$ cat config.mk
export PLATFORM = sky130hd
export DESIGN_NAME = iamc_top
export DESIGN_NICKNAME = d
export VERILOG_FILES = /design/src/verilog/iamc_top.v /design/src/verilog/iamc_sync.v
export VERILOG_INCLUDE_DIRS = /design/src /design/src/verilog
export SDC_FILE = /design/constraint.sdc
export NUM_CORES = 1
export LEC_CHECK = 0
export BUFFER_PORTS_ARGS = -buffer_cell sky130_fd_sc_hd__buf_2
export CAP_MARGIN = 20
export CELL_PAD_IN_SITES_DETAIL_PLACEMENT = 1
export CELL_PAD_IN_SITES_GLOBAL_PLACEMENT = 2
export CORE_MARGIN = 2
export CORE_UTILIZATION = 42
export CTS_CLUSTER_DIAMETER = 150
export DETAILED_ROUTE_END_ITERATION = 8
export PLACE_DENSITY = 0.81
export SETUP_SLACK_MARGIN = 0.4
export SLEW_MARGIN = 20
export SYNTH_ARGS = -nofsm -noshare
export SYNTH_HDL_FRONTEND = slang
export SYNTH_SLANG_ARGS = --single-unit
$ cat constraint.sdc
create_clock -name clk_sys_in -period 7.05 [get_ports clk_sys_in]
set_input_delay 0.705 -clock clk_sys_in [delete_from_list [all_inputs] [get_ports clk_sys_in]]
set_output_delay 0.705 -clock clk_sys_in [all_outputs]
set_load 0.02 [all_outputs]
$ cat src/verilog/iamc_regs.vh
// Purpose: constants for the two-wire slave and conversion-mode control
// Assumes: 250 MHz system clock, strap code already sensed as two bits
// Notes: times kept in their own unit, cycle counts derived from them
//
// Notes on behaviour
// - power-up loads defaults, then sits powered down
// - ack general call address with write bit
// - general call 06h resets like power-up
// - mode bit: 1 single-shot, 0 continuous
// - powered down until start bit written 1; writing mode 0 powers up without it
// - start: wake 25 us, clear bit, convert once
// - start write ignored while conversion runs
// - continuous: store result, restart at once
// - leave continuous on mode 1 or reset
// - slave only: never drive clock, pull low only
// - eight-bit bytes, sample on clock high
// - bus static over 25 ms aborts transaction
// - sda fall/rise with scl high: start/stop
// - answer only matching 7-bit address
// - receiver pulls sda low to acknowledge
// - released sda means not-acknowledge
// - repeated start begins anew, stop idles bus
// - strap picks address 1001000 to 1001011
// - strap sampled continuously, not latched once
// - first write byte loads two-bit pointer
// - sixteen-bit words travel msb byte first
`ifndef IAMC_REGS_VH
`define IAMC_REGS_VH

`define IAMC_ADDR_HI 5'h12
`define IAMC_GC_ADDR 7'h00
`define IAMC_GC_RESET 8'h06
`define IAMC_BYTE_BITS 4'h8

`define IAMC_PTR_CONV 2'h0
`define IAMC_PTR_CFG 2'h1
`define IAMC_PTR_LO 2'h2
`define IAMC_PTR_HI 2'h3

`define IAMC_CFG_RST 15'h0100
`define IAMC_CFG_MODE 8
`define IAMC_CFG_START 15
`define IAMC_CONV_RST 16'h0000
`define IAMC_LO_RST 16'h8000
`define IAMC_HI_RST 16'h7FF0

`define IAMC_CLK_PS 4000
`define IAMC_PWRUP_US 25
`define IAMC_TIMEOUT_MS 25
`define IAMC_PWRUP_CYC ((`IAMC_PWRUP_US * 1000000) / `IAMC_CLK_PS)
`define IAMC_CLK_NS (`IAMC_CLK_PS / 1000)
`define IAMC_TIMEOUT_CYC ((`IAMC_TIMEOUT_MS * 1000000 + `IAMC_CLK_NS - 1) / `IAMC_CLK_NS)

`endif

$ cat src/verilog/iamc_top.v
// Purpose: two-wire slave interface and conversion-mode sequencer
// Assumes: analog core handshakes on clk_sys_in; bus pins asynchronous
// Notes: clock line is input only; sda is open drain via sda_oe_out
`timescale 1ns/1ps
`include "iamc_regs.vh"
module iamc_top #(
  parameter integer PWRUP_CYC = `IAMC_PWRUP_CYC,
  parameter integer TIMEOUT_CYC = `IAMC_TIMEOUT_CYC
) (
  // clock and reset
  input wire clk_sys_in,
  input wire srst_in,
  // two-wire bus
  input wire scl_in,
  input wire sda_in,
  output reg sda_o_out,
  output reg sda_oe_out,
  // address strap sense
  input wire [1:0] strap_sel_in,
  // analog core
  input wire conv_done_in,
  input wire [15:0] conv_data_in,
  output reg core_pwr_out,
  output reg conv_start_out,
  output reg cont_mode_out
);
  localparam [4:0] S_IDLE = 5'h01;
  localparam [4:0] S_RX = 5'h02;
  localparam [4:0] S_ACK = 5'h04;
  localparam [4:0] S_TX = 5'h08;
  localparam [4:0] S_MACK = 5'h10;

  localparam [2:0] C_DOWN = 3'h1;
  localparam [2:0] C_WAKE = 3'h2;
  localparam [2:0] C_CONV = 3'h4;

  wire [1:0] bus_f;
  wire [1:0] strap_f;
  wire scl_f;
  wire sda_f;
  reg scl_q_r;
  reg sda_q_r;
  wire scl_rise;
  wire scl_fall;
  wire start_det;
  wire stop_det;
  wire timed_out;
  wire [6:0] own_addr;

  reg [4:0] st_r;
  reg [3:0] bit_cnt_r;
  reg [2:0] byte_idx_r;
  reg rw_r;
  reg gc_r;
  reg [7:0] shift_r;
  reg [7:0] msb_r;
  reg [1:0] ptr_r;
  reg tx_lsb_r;
  reg mack_r;
  reg [15:0] rd_hold_r;
  reg [31:0] to_cnt_r;
  reg wr_stb_r;
  reg [15:0] wr_dat_r;
  reg gc_rst_r;

  reg [14:0] cfg_r;
  reg start_r;
  reg [15:0] lo_r;
  reg [15:0] hi_r;
  reg [15:0] conv_r;
  reg [2:0] c_st_r;
  reg [31:0] pw_cnt_r;

  wire addr_hit;
  wire gc_hit;
  wire ack_ok;
  wire single_mode;
  wire os_go;
  reg [15:0] rd_word;

  // bus and strap pins pass the three-stage filter
  iamc_sync #(
    .W(2),
    .RST(2'h3)
  ) u_bus_sync (
    .clk_sys_in(clk_sys_in),
    .srst_in(srst_in),
    .d_in({scl_in, sda_in}),
    .q_out(bus_f)
  );

  iamc_sync #(
    .W(2),
    .RST(2'h0)
  ) u_strap_sync (
    .clk_sys_in(clk_sys_in),
    .srst_in(srst_in),
    .d_in(strap_sel_in),
    .q_out(strap_f)
  );

  assign scl_f = bus_f[1];
  assign sda_f = bus_f[0];
  assign scl_rise = scl_f & ~scl_q_r;
  assign scl_fall = ~scl_f & scl_q_r;
  assign start_det = scl_f & scl_q_r & sda_q_r & ~sda_f;
  assign stop_det = scl_f & scl_q_r & ~sda_q_r & sda_f;
  assign timed_out = (to_cnt_r >= TIMEOUT_CYC);
  assign own_addr = {`IAMC_ADDR_HI, strap_f};

  assign addr_hit = (byte_idx_r == 3'h0) && (shift_r[7:1] == own_addr);
  assign gc_hit = (byte_idx_r == 3'h0) && (shift_r == {`IAMC_GC_ADDR, 1'b0});
  // after a general call only the command byte is acknowledged
  assign ack_ok = addr_hit | gc_hit |
                  ((byte_idx_r != 3'h0) & (~gc_r | (byte_idx_r == 3'h1)));

  assign single_mode = cfg_r[`IAMC_CFG_MODE];
  assign os_go = (c_st_r == C_DOWN) & (start_r | ~single_mode);

  always @* begin
    case (ptr_r)
      `IAMC_PTR_CONV: rd_word = conv_r;
      `IAMC_PTR_CFG: rd_word = {start_r, cfg_r};
      `IAMC_PTR_LO: rd_word = lo_r;
      `IAMC_PTR_HI: rd_word = hi_r;
      default: rd_word = conv_r;
    endcase
  end

  // bus protocol engine
  always @(posedge clk_sys_in) begin
    if (srst_in) begin
      scl_q_r <= 1'b1;
      sda_q_r <= 1'b1;
      st_r <= S_IDLE;
      bit_cnt_r <= 4'h0;
      byte_idx_r <= 3'h0;
      rw_r <= 1'b0;
      gc_r <= 1'b0;
      shift_r <= 8'h00;
      msb_r <= 8'h00;
      ptr_r <= `IAMC_PTR_CONV;
      tx_lsb_r <= 1'b0;
      mack_r <= 1'b0;
      rd_hold_r <= 16'h0000;
      to_cnt_r <= 32'h0;
      wr_stb_r <= 1'b0;
      wr_dat_r <= 16'h0000;
      gc_rst_r <= 1'b0;
      sda_oe_out <= 1'b0;
      sda_o_out <= 1'b0;
    end else begin
      scl_q_r <= scl_f;
      sda_q_r <= sda_f;
      wr_stb_r <= 1'b0;
      gc_rst_r <= 1'b0;
      sda_o_out <= 1'b0;
      if (start_det) begin
        st_r <= S_RX;
        bit_cnt_r <= 4'h0;
        byte_idx_r <= 3'h0;
        gc_r <= 1'b0;
        tx_lsb_r <= 1'b0;
        sda_oe_out <= 1'b0;
        to_cnt_r <= 32'h0;
      end else if (stop_det || timed_out) begin
        st_r <= S_IDLE;
        sda_oe_out <= 1'b0;
        to_cnt_r <= 32'h0;
      end else begin
        if (st_r == S_IDLE || scl_rise || scl_fall) begin
          to_cnt_r <= 32'h0;
        end else begin
          to_cnt_r <= to_cnt_r + 32'h1;
        end
        case (st_r)
          S_IDLE: begin
            sda_oe_out <= 1'b0;
          end
          S_RX: begin
            if (scl_rise) begin
              shift_r <= {shift_r[6:0], sda_f};
              bit_cnt_r <= bit_cnt_r + 4'h1;
            end else if (scl_fall && bit_cnt_r == `IAMC_BYTE_BITS) begin
              if (ack_ok) begin
                sda_oe_out <= 1'b1;
                st_r <= S_ACK;
                if (byte_idx_r != 3'h4) begin
                  byte_idx_r <= byte_idx_r + 3'h1;
                end
              end else begin
                sda_oe_out <= 1'b0;
                st_r <= S_IDLE;
              end
              if (byte_idx_r == 3'h0) begin
                rw_r <= shift_r[0] & ~gc_hit;
                gc_r <= gc_hit;
              end else if (byte_idx_r == 3'h1) begin
                if (gc_r) begin
                  gc_rst_r <= (shift_r == `IAMC_GC_RESET);
                end else begin
                  ptr_r <= shift_r[1:0];
                end
              end else if (byte_idx_r == 3'h2) begin
                msb_r <= shift_r;
              end else if (byte_idx_r == 3'h3) begin
                wr_stb_r <= 1'b1;
                wr_dat_r <= {msb_r, shift_r};
              end
            end
          end
          S_ACK: begin
            if (scl_fall) begin
              bit_cnt_r <= 4'h0;
              if (rw_r) begin
                rd_hold_r <= rd_word;
                shift_r <= rd_word[15:8];
                sda_oe_out <= ~rd_word[15];
                tx_lsb_r <= 1'b0;
                st_r <= S_TX;
              end else begin
                sda_oe_out <= 1'b0;
                st_r <= S_RX;
              end
            end
          end
          S_TX: begin
            if (scl_rise) begin
              bit_cnt_r <= bit_cnt_r + 4'h1;
            end else if (scl_fall) begin
              if (bit_cnt_r == `IAMC_BYTE_BITS) begin
                sda_oe_out <= 1'b0;
                tx_lsb_r <= ~tx_lsb_r;
                st_r <= S_MACK;
              end else begin
                shift_r <= {shift_r[6:0], 1'b0};
                sda_oe_out <= ~shift_r[6];
              end
            end
          end
          S_MACK: begin
            if (scl_rise) begin
              mack_r <= ~sda_f;
            end else if (scl_fall) begin
              bit_cnt_r <= 4'h0;
              if (mack_r) begin
                st_r <= S_TX;
                if (tx_lsb_r) begin
                  shift_r <= rd_hold_r[7:0];
                  sda_oe_out <= ~rd_hold_r[7];
                end else begin
                  rd_hold_r <= rd_word;
                  shift_r <= rd_word[15:8];
                  sda_oe_out <= ~rd_word[15];
                end
              end else begin
                sda_oe_out <= 1'b0;
                st_r <= S_IDLE;
              end
            end
          end
          default: begin
            st_r <= S_IDLE;
            sda_oe_out <= 1'b0;
          end
        endcase
      end
    end
  end

  // register file, cleared by power-up or general call reset
  always @(posedge clk_sys_in) begin
    if (srst_in || gc_rst_r) begin
      cfg_r <= `IAMC_CFG_RST;
      start_r <= 1'b0;
      lo_r <= `IAMC_LO_RST;
      hi_r <= `IAMC_HI_RST;
      conv_r <= `IAMC_CONV_RST;
    end else begin
      if (wr_stb_r && ptr_r == `IAMC_PTR_CFG) begin
        cfg_r <= wr_dat_r[14:0];
      end
      if (wr_stb_r && ptr_r == `IAMC_PTR_LO) begin
        lo_r <= wr_dat_r;
      end
      if (wr_stb_r && ptr_r == `IAMC_PTR_HI) begin
        hi_r <= wr_dat_r;
      end
      // a start write landing on the clearing cycle is kept
      if (wr_stb_r && ptr_r == `IAMC_PTR_CFG && wr_dat_r[`IAMC_CFG_START] &&
          c_st_r == C_DOWN) begin
        start_r <= 1'b1;
      end else if (os_go) begin
        start_r <= 1'b0;
      end
      if (c_st_r == C_CONV && conv_done_in) begin
        conv_r <= conv_data_in;
      end
    end
  end

  // conversion sequencer
  always @(posedge clk_sys_in) begin
    if (srst_in || gc_rst_r) begin
      c_st_r <= C_DOWN;
      pw_cnt_r <= 32'h0;
      core_pwr_out <= 1'b0;
      conv_start_out <= 1'b0;
      cont_mode_out <= 1'b0;
    end else begin
      conv_start_out <= 1'b0;
      cont_mode_out <= ~single_mode;
      case (c_st_r)
        C_DOWN: begin
          pw_cnt_r <= 32'h0;
          if (os_go) begin
            core_pwr_out <= 1'b1;
            c_st_r <= C_WAKE;
          end else begin
            core_pwr_out <= 1'b0;
          end
        end
        C_WAKE: begin
          core_pwr_out <= 1'b1;
          if (pw_cnt_r >= PWRUP_CYC - 1) begin
            conv_start_out <= 1'b1;
            c_st_r <= C_CONV;
          end else begin
            pw_cnt_r <= pw_cnt_r + 32'h1;
          end
        end
        C_CONV: begin
          core_pwr_out <= 1'b1;
          if (conv_done_in) begin
            if (single_mode) begin
              core_pwr_out <= 1'b0;
              c_st_r <= C_DOWN;
            end else begin
              conv_start_out <= 1'b1;
            end
          end
        end
        default: begin
          c_st_r <= C_DOWN;
          core_pwr_out <= 1'b0;
        end
      endcase
    end
  end
endmodule // iamc_top

$ cat src/verilog/iamc_sync.v
// Purpose: three-stage input synchroniser with agreement filter
// Assumes: inputs asynchronous to clk_sys_in
// Notes: output follows once stages two and three agree
`timescale 1ns/1ps
module iamc_sync #(
  parameter W = 1,
  parameter [W-1:0] RST = {W{1'b0}}
) (
  // clock and reset
  input wire clk_sys_in,
  input wire srst_in,
  // data
  input wire [W-1:0] d_in,
  output reg [W-1:0] q_out
);
  reg [W-1:0] s1_r;
  reg [W-1:0] s2_r;
  reg [W-1:0] s3_r;
  integer i;

  always @(posedge clk_sys_in) begin
    if (srst_in) begin
      s1_r <= RST;
      s2_r <= RST;
      s3_r <= RST;
      q_out <= RST;
    end else begin
      s1_r <= d_in;
      s2_r <= s1_r;
      s3_r <= s2_r;
      for (i = 0; i < W; i = i + 1) begin
        if (s2_r[i] == s3_r[i]) begin
          q_out[i] <= s3_r[i];
        end
      end
    end
  end
endmodule // iamc_sync

==> summary.txt <==
Async set-or-reset flop fraction in the synthesized netlist = 0
Avg Inst Size Synth = 8.93 um^2
Synth area leaders = dfxtp_1, nand2_1, a21oi_1
Leak pwr = 3.65 nW
Number of global-route vias before repair = 7180
Setup WS pre-CTS = 4.05 ns
Post-route minimum period = 2.66 ns
Max-Slew Margin vs Limit = 0.366
Antenna violations before repair = 0
Hold Startpoint = sda_in
Share of cells above drive strength 1 = 0.105
Final Max Slew Viols = 0
DIE WIDTH = 150 um
Commonest non-fill, non-tap cell in the layout = dfxtp_1
Diode count = 0
Overall power = 0.00247 W
Yosys top cell by area = dfxtp_1
Finish-stage setup viols = 0
CTS Buf Count = 24
# DRC = 0
Top Family by Delay on Critical Path = simple AND/OR/NAND/NOR gates
Initial drt markers = 305
Measured slew at the worst slew-check pin = 0.951 ns
First-pass GRT wire length = 38.3 mm
H-tree levels = 1
R2r endpoint = wr_dat_r[4]
Vias per cell = 5.51
Cell Chain, Critical Path = and4_4 > and2_1 > and4_1 > or3_1 > mux2i_1 > nor2_1
Worst hold path endpoint = u_bus_sync.s1_r[0]
PostCTS Resize Cnt = 0
Post-synth top flop = dfxtp_1
Synthesis-to-finish area growth = 12.0%
Largest net degree at the start of global routing = 65
Skew final = 0.00547 ns
Power density cells = 247 nW/um^2
Global route total overflow = 0
Commonest cells after routing, fill and taps aside = dfxtp_1, nand2_1, nor2_1
Setup TNS = 0 ns
Setup ws final = 4.39 ns
Critical path launch point type = register
Effective utilization at floorplan = 0.426
Worst path required time = 7.42 ns
Core Footprint = 21000 um^2
Final Hold Viols = 0
DP Area = 9220 um^2
Setup crit end kind = register
Ports = 28
Reg2Reg Setup Slack = 4.39 ns
R2r startpoint = to_cnt_r[17]
Hpwl dp = 15.2 mm
Setup Buffers After CTS = 0
CTS sink count = 213
Final instance area = 10000 um^2
Sequential share of the synthesized area = 0.477
Total track usage = 0.210
Synth warn = 0
Max VDD drop = 0.165 mV
Synthesized area = 8930 um^2
CP max stage delay = 0.80 ns
Tcrit/Tclk final = 0.377
Hold_ws = 0.399 ns
Fmax = 0.376 GHz
Site Rows = 53
Synth cell types = 62
CTS clk-pin slew, worst paths = 0.06 ns
CTS tree = built
FF-to-FF path depth = 6
Maxcap violations = 0
Die height = 150 um
Buf+Inv Stages, Crit Path = 0
Later-pin clock latency in the skew report = 0.51 ns
Post-synth top area share = 0.477
Bufs on Longest Clock Path = 3
Outcome = complete, no violations
HP Class = input pin to register
Wire per inst = 17.6 um
Layout Nets = 1046
DRT Pass-1 Iters = 6
WHS Path Cells = 2
Hold_buf cts = 0
Number of enable flip-flop cells after synthesis = 0
RD Place Congestion = 0.792
Vias = 7186
Cell with the largest stage delay on the worst path = or3_1
Root Buffer = clkbuf_16
Critical Path AT = 3.02 ns
Post-route ant nets = 0
# port buffers = 26
Routed wire length = 23.0 mm
Critical path peak fanout = 17
WS Path Type = register to register
Cells after Synth = 1001
Total die area = 22500 um^2
FF+latch count, synth = 213
RSZ-0062 raised after global routing = no
==> worst max path at each step <==
stage	to	from	cells after the start	slack, ns
4_1_cts	pw_cnt_r[26]	pw_cnt_r[0]	8	4.26
3_3_place_gp	to_cnt_r[22]	srst_in	6	4.09
6_report	wr_dat_r[4]	to_cnt_r[17]	6	4.39
5_1_grt	wr_dat_r[4]	to_cnt_r[16]	6	4.23
3_5_place_dp	to_cnt_r[3]	srst_in	6	4.05
2_1_floorplan	to_cnt_r[15]	srst_in	8	4.56
==> state kept, by name (all words and copies together) (netlist names), 3 cells and up <==
| name | flops |
|---|---|
| bit_cnt_r | 4 |
| byte_idx_r | 3 |
| c_st_r | 3 |
| cfg_r | 15 |
| conv_r | 16 |
| hi_r | 16 |
| lo_r | 16 |
| msb_r | 8 |
| pw_cnt_r | 32 |
| rd_hold_r | 8 |
| shift_r | 8 |
| st_r | 5 |
| to_cnt_r | 32 |
| wr_dat_r | 16 |
==> stage by stage <==
| step | cells | util |
|---|---|---|
| finish | 1304 | 0.478 |
| global placement | 1259 | 0.440 |
| detailed placement | 1259 | 0.440 |
| CTS | 1303 | 0.477 |
| global route | 1304 | 0.478 |
| floorplan | 1010 | - |
==> worst reg2reg max path: stages, from the launching register on <==
cell     delay, ns
dfxtp_1       0.42
and4_4        0.27
and2_1        0.20
and4_1        0.45
or3_1         0.80
mux2i_1       0.31
nor2_1        0.06
==> where the power goes <==
part	switching, W	leakage, nW	internal (W)
Clock	0.000491	0.390	0.000738
Combinational	0.0000209	1.54	0.00000871
Sequential	0.00000221	1.72	0.00121
Total	0.000514	3.65	0.00196
==> synthesized netlist by cell type, types with 6 or more instances <==
cell type,count
and2_1,6
xnor2_1,17
xor2_1,17
nor2b_1,9
or3_1,9
clkbuf_1,46
nor3_1,19
and3_1,29
nor4_1,11
buf_6,6
a21oi_1,81
or2_2,10
ha_1,12
dfxtp_1,213
nand2_1,165
mux2i_1,37
a222oi_1,7
nand4_1,13
nand3_1,43
inv_1,19
a211oi_1,8
nand2b_1,6
o211ai_1,9
mux4_2,16
nor2_1,100
o41ai_1,6
o21ai_0,21
==> layer usage <==
layer  global-route usage  share of wire  vias up
met2                0.342           0.45      116
met3               0.0271          0.035       31
li1                     -              -     3515
met4               0.0443          0.017        0
met1                0.298           0.50     3524
met5                    0              0        -
==> cells by family (layout without fill, tap and decap cells) <==
kind of cell,after synthesis,in the layout,synth area share
other,1,10,0.000420
buffers and inverters,77,96,0.0384
AOI/OAI and AO/OA,158,158,0.110
and+or+nand+nor,453,453,0.242
muxes,53,53,0.0818
adders and majority gates,12,12,0.0168
DFF,213,213,0.477
xor gates and xnor gates,34,34,0.0333
==> cell type report <==
type	instances	area [um^2]
multi-input cells	720	4360
inverters	19	71.3
fillers	2464	10900
clock buffers	37	721
well taps	275	344
flip-flops and latches	213	4260
clock inverters	7	60.1
repair buffers	33	183
(Power assumes the default switching activity.)
